## src/common/enc_cmp_pkg.sv

```systemverilog
// package: constants and register field layout for the encoder output compare block
package enc_cmp_pkg;
   localparam int CNT_W = 32;                         // counter and threshold width
   localparam logic [CNT_W-1:0] THR_RESET = 32'h0000_0000;
   localparam logic             OUT_RESET = 1'b0;

   // address map of the plain register port (word index)
   localparam logic [3:0] ADDR_CTRL    = 4'h0;         // control bits
   localparam logic [3:0] ADDR_ON_THR  = 4'h1;         // switch-on threshold
   localparam logic [3:0] ADDR_OFF_THR = 4'h2;         // switch-off threshold
   localparam logic [3:0] ADDR_STATUS  = 4'h3;         // status bits

   // control field positions
   localparam int CTRL_LATCH_C   = 0;
   localparam int CTRL_LATCH_POS = 1;
   localparam int CTRL_SET_CNT   = 2;
   localparam int CTRL_LATCH_NEG = 3;
   localparam int CTRL_SET_OUT   = 4;
   localparam int CTRL_CMP_EN    = 5;
   localparam int CTRL_MEAS_EN   = 6;
   localparam int CTRL_SET_ON_C  = 7;
   localparam int CTRL_W         = 8;

   // status field positions
   localparam int STAT_OUT   = 0;
   localparam int STAT_CMPEN = 1;
   localparam int STAT_BLOCK = 2;
endpackage : enc_cmp_pkg

```

## src/rtl/enc_out_cmp.sv

```systemverilog
// module: encoder driven digital output with compare and manual modes
`timescale 1ns/10ps
`default_nettype none
module enc_out_cmp (
   input  wire logic        SYS_CLK_I,    // 25 MHz system clock
   input  wire logic        NRST_I,       // synchronous reset, active low
   input  wire logic [31:0] CNT_I,        // encoder counter value
   input  wire logic        CNT_UPD_I,    // counter update strobe
   input  wire logic [3:0]  ADDR_I,       // register word index
   input  wire logic [31:0] WDATA_I,      // register write data
   input  wire logic        WR_I,         // write strobe
   input  wire logic        RD_I,         // read strobe
   output logic      [31:0] RDATA_O,      // read data, cycle after read
   output logic             OUT_O,        // 24 V output drive
   output logic             LED_GREEN_O,  // status led green
   output logic             LATCH_C_EN_O, // index latch request, gated
   output logic             LATCH_POS_O,  // external latch rising request, gated
   output logic             LATCH_NEG_O,  // external latch falling request, gated
   output logic             SET_CNT_O,    // counter preset request, gated
   output logic             SET_ON_C_O,   // preset on index latch, gated
   output logic             MEAS_EN_O     // measurement enable, gated
);

   // ==========================================================
   // register map, word index on ADDR_I
   //   word 0: control bits, read back as stored
   //     bit 0  index latch request
   //     bit 1  external latch, rising edge request
   //     bit 2  counter preset request
   //     bit 3  external latch, falling edge request
   //     bit 4  manual output level
   //     bit 5  compare enable
   //     bit 6  measurement enable
   //     bit 7  preset on index latch
   //   word 1: switch-on threshold, full counter width
   //   word 2: switch-off threshold, full counter width
   //   word 3: status, read only
   //     bit 0  output state flag
   //     bit 1  compare enable in force
   //     bit 2  other counter functions blocked
   //   other words: read as zero, writes dropped
   //
   // bus timing
   //   write taken at the edge with WR_I high, stored at once
   //   read taken at the edge with RD_I high
   //   read data stand for one cycle only, zero otherwise
   //   no wait states, strobes may run back to back
   //
   // compare timing
   //   hit evaluated on the edge that carries CNT_UPD_I
   //   output and status move at that same edge
   //   a jump over a threshold counts as reaching it
   //   last counter value kept to spot such a jump
   //
   // manual timing
   //   output follows stored bit 4 one cycle after storage
   //   so one cycle after the edge that takes the write strobe
   //
   // hazards and limits
   //   enabling compare keeps the present output level
   //   equal thresholds behave as normal order, off wins
   //   blocked request bits stay stored and readable
   //   they reach the outputs again once compare is off
   //   last counter value starts at zero after reset
   //
   // ==========================================================
   // state
   typedef struct packed {
      logic [enc_cmp_pkg::CTRL_W-1:0] ctrl;
      logic [31:0]                    on_thr;
      logic [31:0]                    off_thr;
      logic [31:0]                    prev;
      logic                           output_state_flag;
      logic [31:0]                    rdata;
   } state_t;

   state_t state_reg;
   state_t state_next;

   logic   on_hit;
   logic   off_hit;
   logic   cmp_en;
   logic   inverted;

   // ==========================================================
   // threshold detectors
   // one detector per threshold, both see the same update
   // the pair shares the last counter value
   thr_reach u_on (
      .prev_i (state_reg.prev),
      .cnt_i  (CNT_I),
      .thr_i  (state_reg.on_thr),
      .upd_i  (CNT_UPD_I),
      .hit_o  (on_hit)
   );

   thr_reach u_off (
      .prev_i (state_reg.prev),
      .cnt_i  (CNT_I),
      .thr_i  (state_reg.off_thr),
      .upd_i  (CNT_UPD_I),
      .hit_o  (off_hit)
   );

   // compare mode and threshold order
   // order flips which hit wins when both fire at once
   assign cmp_en   = state_reg.ctrl[enc_cmp_pkg::CTRL_CMP_EN];
   assign inverted = state_reg.on_thr > state_reg.off_thr;

   // ==========================================================
   // next state
   always_comb begin
      state_next = state_reg;
      if (CNT_UPD_I) begin
         state_next.prev = CNT_I;
      end
      // register writes
      if (WR_I) begin
         unique case (ADDR_I)
            enc_cmp_pkg::ADDR_CTRL:    state_next.ctrl    = WDATA_I[enc_cmp_pkg::CTRL_W-1:0];
            enc_cmp_pkg::ADDR_ON_THR:  state_next.on_thr  = WDATA_I;
            enc_cmp_pkg::ADDR_OFF_THR: state_next.off_thr = WDATA_I;
            default: ;
         endcase
      end
      // output control
      if (cmp_en) begin
         if (!inverted) begin
            if (off_hit) begin
               state_next.output_state_flag = 1'b0;
            end else if (on_hit) begin
               state_next.output_state_flag = 1'b1;
            end
         end else begin
            // inverted: window is off between off and on thresholds
            if (on_hit) begin
               state_next.output_state_flag = 1'b1;
            end else if (off_hit) begin
               state_next.output_state_flag = 1'b0;
            end
         end
      end else begin
         state_next.output_state_flag = state_reg.ctrl[enc_cmp_pkg::CTRL_SET_OUT];
      end
      // read data, valid the cycle after the strobe
      // zero outside that cycle, so a stale word never shows
      state_next.rdata = '0;
      if (RD_I) begin
         unique case (ADDR_I)
            enc_cmp_pkg::ADDR_CTRL:    state_next.rdata[enc_cmp_pkg::CTRL_W-1:0] = state_reg.ctrl;
            enc_cmp_pkg::ADDR_ON_THR:  state_next.rdata = state_reg.on_thr;
            enc_cmp_pkg::ADDR_OFF_THR: state_next.rdata = state_reg.off_thr;
            enc_cmp_pkg::ADDR_STATUS: begin
               state_next.rdata[enc_cmp_pkg::STAT_OUT]   = state_reg.output_state_flag;
               state_next.rdata[enc_cmp_pkg::STAT_CMPEN] = cmp_en;
               state_next.rdata[enc_cmp_pkg::STAT_BLOCK] = cmp_en;
            end
            default: state_next.rdata = '0;
         endcase
      end
   end

   // ==========================================================
   // registers
   // synchronous reset, every field to a constant
   // output starts inactive, led therefore off
   always_ff @(posedge SYS_CLK_I) begin
      if (!NRST_I) begin
         state_reg.ctrl              <= '0;
         state_reg.on_thr            <= enc_cmp_pkg::THR_RESET;
         state_reg.off_thr           <= enc_cmp_pkg::THR_RESET;
         state_reg.prev              <= '0;
         state_reg.output_state_flag <= enc_cmp_pkg::OUT_RESET;
         state_reg.rdata             <= '0;
      end else begin
         state_reg <= state_next;
      end
   end

   // ==========================================================
   // outputs; other counter functions held off in compare mode
   // led is the drive itself, so the two never differ
   // gates use the stored compare bit, same cycle as storage
   assign RDATA_O      = state_reg.rdata;
   assign OUT_O        = state_reg.output_state_flag;
   assign LED_GREEN_O  = state_reg.output_state_flag;
   assign LATCH_C_EN_O = state_reg.ctrl[enc_cmp_pkg::CTRL_LATCH_C]   && !cmp_en;
   assign LATCH_POS_O  = state_reg.ctrl[enc_cmp_pkg::CTRL_LATCH_POS] && !cmp_en;
   assign LATCH_NEG_O  = state_reg.ctrl[enc_cmp_pkg::CTRL_LATCH_NEG] && !cmp_en;
   assign SET_CNT_O    = state_reg.ctrl[enc_cmp_pkg::CTRL_SET_CNT]   && !cmp_en;
   assign SET_ON_C_O   = state_reg.ctrl[enc_cmp_pkg::CTRL_SET_ON_C]  && !cmp_en;
   assign MEAS_EN_O    = state_reg.ctrl[enc_cmp_pkg::CTRL_MEAS_EN]   && !cmp_en;

endmodule : enc_out_cmp
`default_nettype wire

```

## src/rtl/thr_reach.sv

```systemverilog
// module: detects that the counter reached or crossed a threshold
`timescale 1ns/10ps
`default_nettype none
module thr_reach (
   input  wire logic [31:0] prev_i,   // counter before update
   input  wire logic [31:0] cnt_i,    // counter after update
   input  wire logic [31:0] thr_i,    // threshold
   input  wire logic        upd_i,    // counter update strobe
   output logic             hit_o     // threshold reached this update
);
   // equal, or passed going up or going down
   always_comb begin
      hit_o = upd_i && ((cnt_i == thr_i) ||
              ((prev_i < thr_i) && (cnt_i > thr_i)) ||
              ((prev_i > thr_i) && (cnt_i < thr_i)));
   end
endmodule : thr_reach
`default_nettype wire

```

## config.mk

```make
export PLATFORM = sky130hd
export DESIGN_NAME = enc_out_cmp
export DESIGN_NICKNAME = d
export VERILOG_FILES = /design/src/common/enc_cmp_pkg.sv /design/src/rtl/enc_out_cmp.sv /design/src/rtl/thr_reach.sv
export SDC_FILE = /design/constraint.sdc
export NUM_CORES = 1
export LEC_CHECK = 0
export CAP_MARGIN = 20
export CORE_ASPECT_RATIO = 0.5
export CORE_MARGIN = 2
export CORE_UTILIZATION = 40
export DETAILED_ROUTE_END_ITERATION = 12
export DONT_BUFFER_PORTS = 1
export SYNTH_ARGS = -nofsm -noshare
export SYNTH_HDL_FRONTEND = slang
export SYNTH_SLANG_ARGS = --single-unit
```

## constraint.sdc

```tcl
create_clock -name SYS_CLK_I -period 5.1 [get_ports SYS_CLK_I]
set_clock_uncertainty 0.1 [all_clocks]
set_input_delay 0.255 -clock SYS_CLK_I [delete_from_list [all_inputs] [get_ports SYS_CLK_I]]
set_output_delay 0.255 -clock SYS_CLK_I [all_outputs]
set_load 0.05 [all_outputs]
```

==> results of run 1 <==
-- metal layers --
metal	global-route usage (%)	up-vias	share of wire, %
met4	7.49	0	2.0
met5	0	-	0
met3	4.94	41	5.0
met2	37.2	177	45
li1	-	3844	-
met1	30.9	3807	48
-- area by class of cell --
type | instances | area [µm²] | area share (%)
Inverter | 70 | 263 | 2.43
Sequential cell | 137 | 2740 | 25.4
Clock inverter | 9 | 124 | 1.15
Tap cell | 300 | 375 | 3.48
Clock buffer | 21 | 460 | 4.27
Timing Repair Buffer | 111 | 1120 | 10.4
Multi-Input combinational cell | 785 | 5710 | 52.9
-- metrics by stage --
stage / util, % / setup WS [ns] / instance area (µm²)
after floorplan: - / 2.66 / 9120
after global placement: 41.5 / 2.48 / 9130
after detailed placement: 41.5 / 2.42 / 9130
after CTS: 49.0 / 2.39 / 10800
after global routing: 49.0 / 2.16 / 10800
final: 49.0 / 2.34 / 10800
-- cell families (layout without fill, tap and decap cells) --
kind of cell | after synthesis | after routing | synth area share (%)
and+or+nand+nor | 342 | 342 | 17.8
AOI/OAI and AO/OA | 234 | 234 | 17.1
adders and majority gates | 160 | 160 | 22.0
buffers and inverters | 142 | 211 | 7.45
DFF | 137 | 137 | 30.1
muxes | 48 | 48 | 5.54
xor gates and xnor gates | 1 | 1 | 0.0961
-- worst max path at each step --
| stage | start | endpoint | slack, ns | depth (start not counted) |
|---|---|---|---|---|
| detailed placement | state_reg[79] | LED_GREEN_O | 2.42 | 9 |
| global route | state_reg[95] | LED_GREEN_O | 2.16 | 10 |
| finish | state_reg[95] | LED_GREEN_O | 2.34 | 10 |
| global placement | state_reg[93] | LED_GREEN_O | 2.48 | 10 |
| floorplan | state_reg[79] | LED_GREEN_O | 2.66 | 9 |
| CTS | state_reg[79] | LED_GREEN_O | 2.39 | 9 |
-- report_power, final --
group          internal [µW]  switching, µW  total [µW]
logic                    209            217         427
registers               1090           25.9        1120
clock network            785            475        1260
-- layout by cell type, fill, tap and decap left out, drive strengths merged, types with 36 or more instances in the layout --
cell type / instances
a21oi: 68
dfxtp: 137
a21boi: 66
inv: 70
ha: 160
nand4: 36
nor2: 45
nor2b: 55
mux2i: 46
dlygate4sd3: 104
nand2: 166
-- worst max-delay path: stages (launching register included) --
cell and delay [ns]:
dfxtp_1 0.36, inv_1 0.09, ha_1 0.32, and4_1 0.23
nand4_1 0.19, nor4_1 0.63, nand2_1 0.11, o211a_1 0.15
a211oi_2 0.25, o2bb2ai_1 0.14, o2bb2ai_1 0.12
==> flow_metrics.tcl, run 1 <==
set metrics [dict create \
    power_uw 2810 \
    fp.dieH_um 111 \
    hold_violations 0 \
    synth_edf_count 0 \
    detail-route-antenna-nets 0 \
    maxCapViolCount 0 \
    drt-initial-drc-count 467 \
    r2r_end "LED_GREEN_O" \
    outcome "complete, no violations" \
    track_usage_pct 23.1 \
    leakage_uw 0.00430 \
    fp.dieW_um 218 \
    yosys_register_bits 137 \
    initial_core_util_pct 41.4 \
    required_ns 5.37 \
    largest_reg_flops 103 \
    cp.arrival_ns 3.03 \
    drive_above_1_share_pct 3.88 \
    cts_buffers 17 \
    dp.cells 1297 \
    hp-start "ADDR_I[1]" \
    yosys_warnings 0 \
    period_needed_ns 2.76 \
    async_flop_share_pct 0 \
    whs_ns 0.0119 \
    p_per_area_nw_per_um2 260 \
    rsz0062_at_grt "no" \
    antenna_found_initial 0 \
    synth_cells 1064 \
    ys_seq_area_share_pct 30.1 \
    clockBufferDepth 2 \
    holdPathEnd "RDATA_O[1]" \
    synth-main-ff-cell "dfxtp_1" \
    synth_common_cells "nand2_1, ha_1, dfxtp_1" \
    critPathKind "reg2reg" \
    finalMaxSlewViolations 0 \
    post_drt_via_cell_ratio 5.49 \
    syn_to_final_growth_pct 18.4 \
    crit_path_max_fanout 4 \
    holdBufCountCts 105 \
    synth_cell_types 53 \
    cts_setup_buffers 0 \
    syn_avg_cell_area_um2 8.57 \
    final_nets 1355 \
    grt_pass1_vias 7967 \
    max-slew-margin-rel_pct 30.2 \
    drc 0 \
    worst-r2r-setup-slack_ns 2.34 \
    ioPinCount 113 \
    reg2reg_from "state_reg[95]" \
    min_path_cells 2 \
    root_buffer "clkbuf_16" \
    dp_hpwl_um 19200 \
    cts.repair.resized 0 \
    synth_top_area_share_pct 30.1 \
    place.gp.congestion 0.912 \
    fill_cells 2086 \
    port_buffers 0 \
    avgRoutedWirePerCell_um 19.0 \
    ys_top_cells_by_area "dfxtp_1, ha_1, nand2_1" \
    fmax_ghz 0.362 \
    power.ir.vdd_worst_v 0.000171 \
    clock-sinks 137 \
    synth_fp_nets 1297 \
    min_path_type "in2reg" \
    synth_area_leader_cell "dfxtp_1" \
    num_rows 38 \
    fin_cells 1433 \
    r2r_cells 10 \
    cts-htree-levels 4 \
    syn_area_um2 9120 \
    fin_setup_tns_ns 0 \
    post-route-period-util_pct 54.2 \
    drt_pass1_iterations 5 \
    clk_latency_ns 0.44 \
    wirelength_um 27200 \
    vias 7869 \
    die-area_um2 24100 \
    tritoncts "done" \
    core-area_um2 22000 \
    yosysMostFrequentCell "nand2_1" \
    startpoint_type "flip-flop" \
    setup_violations 0 \
    endpoint_kind "flip-flop" \
    grt_max_degree 99 \
    cts.reportedPaths.clkPinSlew_ns 0.06 \
    antennaDiodeCount 0 \
    grt_pass1_wl_um 43400 \
    tightest_slew_ns 1.05 \
    overflow 0 \
]
Note: power is estimated with default switching activity, not from simulation.
==> run 2, diff against run 1 <==
Settings changed: ABC_AREA set to 1.
Clock period 5.1 ns to 2.75 ns, I/O delays scaled along.
==> flow_metrics.tcl, run 2 <==
set metrics [dict create \
    fp.dieW_um 214 \
    synth_cell_types 32 \
    grt_max_degree 99 \
    core-area_um2 21700 \
    power_frac_comb_pct 17.2 \
    post-route-period-util_pct 83.1 \
    die-area_um2 23400 \
    synth_common_cells "nand2_1, a21oi_1, ha_1" \
    synth-main-ff-cell "dfxtp_1" \
    fin_cells 1550 \
    overflow 0 \
    worst-r2r-setup-slack_ns 0.46 \
    tightest_slew_ns 0.914 \
    synth_cells 1183 \
    maxCapViolCount 0 \
    synth_fp_nets 1416 \
    grt_pass1_wl_um 40400 \
    cts.repair.resized 0 \
    antennaDiodeCount 0 \
    setup_violations 0 \
    cp.arrival_ns 2.50 \
    initial_core_util_pct 40.8 \
    ys_top_cells_by_area "dfxtp_1, ha_1, a21oi_1" \
    slowest_delay_ns 0.33 \
    drc 0 \
    final_common_cell "nand2_1" \
    syn_to_final_growth_pct 18.6 \
    reg2reg_from "state_reg[92]" \
    drt_pass1_iterations 5 \
    worstPathCellList "inv_1, ha_1, nand2_1, nor2_1, nand2_1, nor3_4, nand2_2, nand2_1, nand2_1, nand2_1, nor2_1, nor2_1, nand2_1, nand2_1, a21oi_2" \
    dr_wl_met2_um 11400 \
    dp_hpwl_um 18000 \
    post_drt_via_cell_ratio 5.15 \
    synth_area_leader_cell "dfxtp_1" \
    syn_avg_cell_area_um2 7.47 \
    clock-sinks 137 \
    yosysMostFrequentCell "nand2_1" \
    holdPathEnd "state_reg[37]" \
    p_seq_share_pct 39.4 \
    fin_setup_tns_ns 0 \
    r2r_end "LED_GREEN_O" \
    final_nets 1471 \
    startpoint "state_reg[92]" \
    hp-start "CNT_UPD_I" \
    crit_path_max_fanout 4 \
    power.ir.vdd_worst_v 0.000281 \
    final_cell_mix "nand2_1, a21oi_1, ha_1" \
    fmax_ghz 0.437 \
    cts.reportedPaths.clkPinSlew_ns 0.06 \
    switchingPower_uw 1510 \
    async_flop_share_pct 0 \
    endpoint_kind "flip-flop" \
    yosys_warnings 0 \
    finalMaxSlewViolations 0 \
    fill_cells 2126 \
    clk_latency_ns 0.44 \
    drive_above_1_share_pct 5.12 \
    wl_met1_um 12200 \
    met3WireLength_um 1260 \
    syn_area_um2 8840 \
    period_needed_ns 2.29 \
    clockBufferDepth 2 \
    largest_reg_flops 103 \
    avgRoutedWirePerCell_um 16.3 \
    slowest_stage "dfxtp_1" \
    port_buffers 0 \
    fp.dieH_um 109 \
    dp.cells 1422 \
    synth_top_area_share_pct 31.0 \
    grt_pass1_vias 7691 \
    r2r_cells 15 \
    startpoint_type "flip-flop" \
    cts_setup_buffers 0 \
    num_rows 38 \
    detail-route-antenna-nets 0 \
    ys_seq_area_share_pct 31.0 \
    place.gp.congestion 0.901 \
    tritoncts "done" \
    highest_layer "met4" \
    critPathKind "reg2reg" \
    hold_violations 0 \
    cts_buffers 17 \
    power_frac_clock_pct 43.5 \
    p_per_area_nw_per_um2 507 \
    swShare_pct 28.5 \
    vias 7976 \
    root_buffer "clkbuf_16" \
    cp_common_cell "nand2_1" \
    drt-initial-drc-count 471 \
    track_usage_pct 22.3 \
    wirelength_um 25300 \
    rsz0062_at_grt "no" \
    ioPinCount 113 \
    max-slew-margin-rel_pct 38.8 \
    final_util_pct 48.3 \
    outcome "complete, no violations" \
    min_path_cells 3 \
    required_ns 2.97 \
    internal_power_uw 3800 \
    yosys_register_bits 137 \
    synth_edf_count 0 \
    min_path_type "in2reg" \
    leakage_uw 0.00454 \
    cts-htree-levels 4 \
    antenna_found_initial 0 \
]
==> run 2: kinds of logic after synthesis <==
| family | share of synthesized area, % |
|---|---|
| compound gates | 19.2 |
| flops | 31.0 |
| fa+ha+maj | 22.7 |
| simple gates | 17.3 |
| buf+inv | 9.85 |
==> run 2: area by class of cell <==
| cell class | instances | area (µm²) | share of cell area [%] |
|---|---|---|---|
| inverter | 124 | 465 | 4.44 |
| tap | 300 | 375 | 3.58 |
| timing repair buffer | 107 | 1090 | 10.4 |
| clock inverter | 12 | 126 | 1.21 |
| multi-input combinational | 851 | 5230 | 49.9 |
| clock buffer | 19 | 453 | 4.32 |
| sequential | 137 | 2740 | 26.2 |
==> run 2: through the flow <==
stage	instance area [µm²]	hold WS, ns	power [µW]	setup WS [ns]
2_1_floorplan	8840	0.172	2700	0.925
4_1_cts	10500	0.00132	5350	0.513
3_5_place_dp	8900	0.142	2870	0.528
3_3_place_gp	8900	0.143	2850	0.528
5_1_grt	10500	0.0291	5580	0.285
6_report	10500	0.0154	5310	0.464
==> run 2: worst max-delay path by stage <==
| stage | endpoint | slack, ns | cells past startpoint |
|---|---|---|---|
| 5_1_grt | LED_GREEN_O | 0.28 | 14 |
| 3_5_place_dp | LED_GREEN_O | 0.53 | 15 |
| 6_report | LED_GREEN_O | 0.46 | 15 |
| 2_1_floorplan | LED_GREEN_O | 0.93 | 15 |
| 3_3_place_gp | LED_GREEN_O | 0.53 | 15 |
| 4_1_cts | LED_GREEN_O | 0.51 | 15 |
==> run 2: repair_timing <==
action                                 in CTS  in global routing
hold buffers                               97                  0
setup endpoints to repair                   0                  0
endpoints found under the hold margin     109                  0
==> run 2: per-layer routing <==
layer,track usage [%],vias up
met5,0,-
met4,7.74,0
met3,4.85,35
met2,36.2,181
met1,29.6,3693
li1,-,4067
==> run 2: worst max-delay path, delay by kind of cell, from the launching register on <==
family / cells / cell delay [ns]
AND/OR/NAND/NOR: 12 / 1.27
adder cells (fa/ha/maj): 1 / 0.31
buffers and inverters: 1 / 0.10
AO/OA/AOI/OAI: 1 / 0.05
flip-flops: 1 / 0.33
==> run 2: power groups by stage <==
stage / sequential, µW / clock (µW) / combinational, µW
3_5_place_dp: 2130 / 0 / 739
3_3_place_gp: 2130 / 0 / 717
6_report: 2090 / 2310 / 912
5_1_grt: 2100 / 2440 / 1050
4_1_cts: 2090 / 2360 / 905
2_1_floorplan: 2120 / 0 / 580
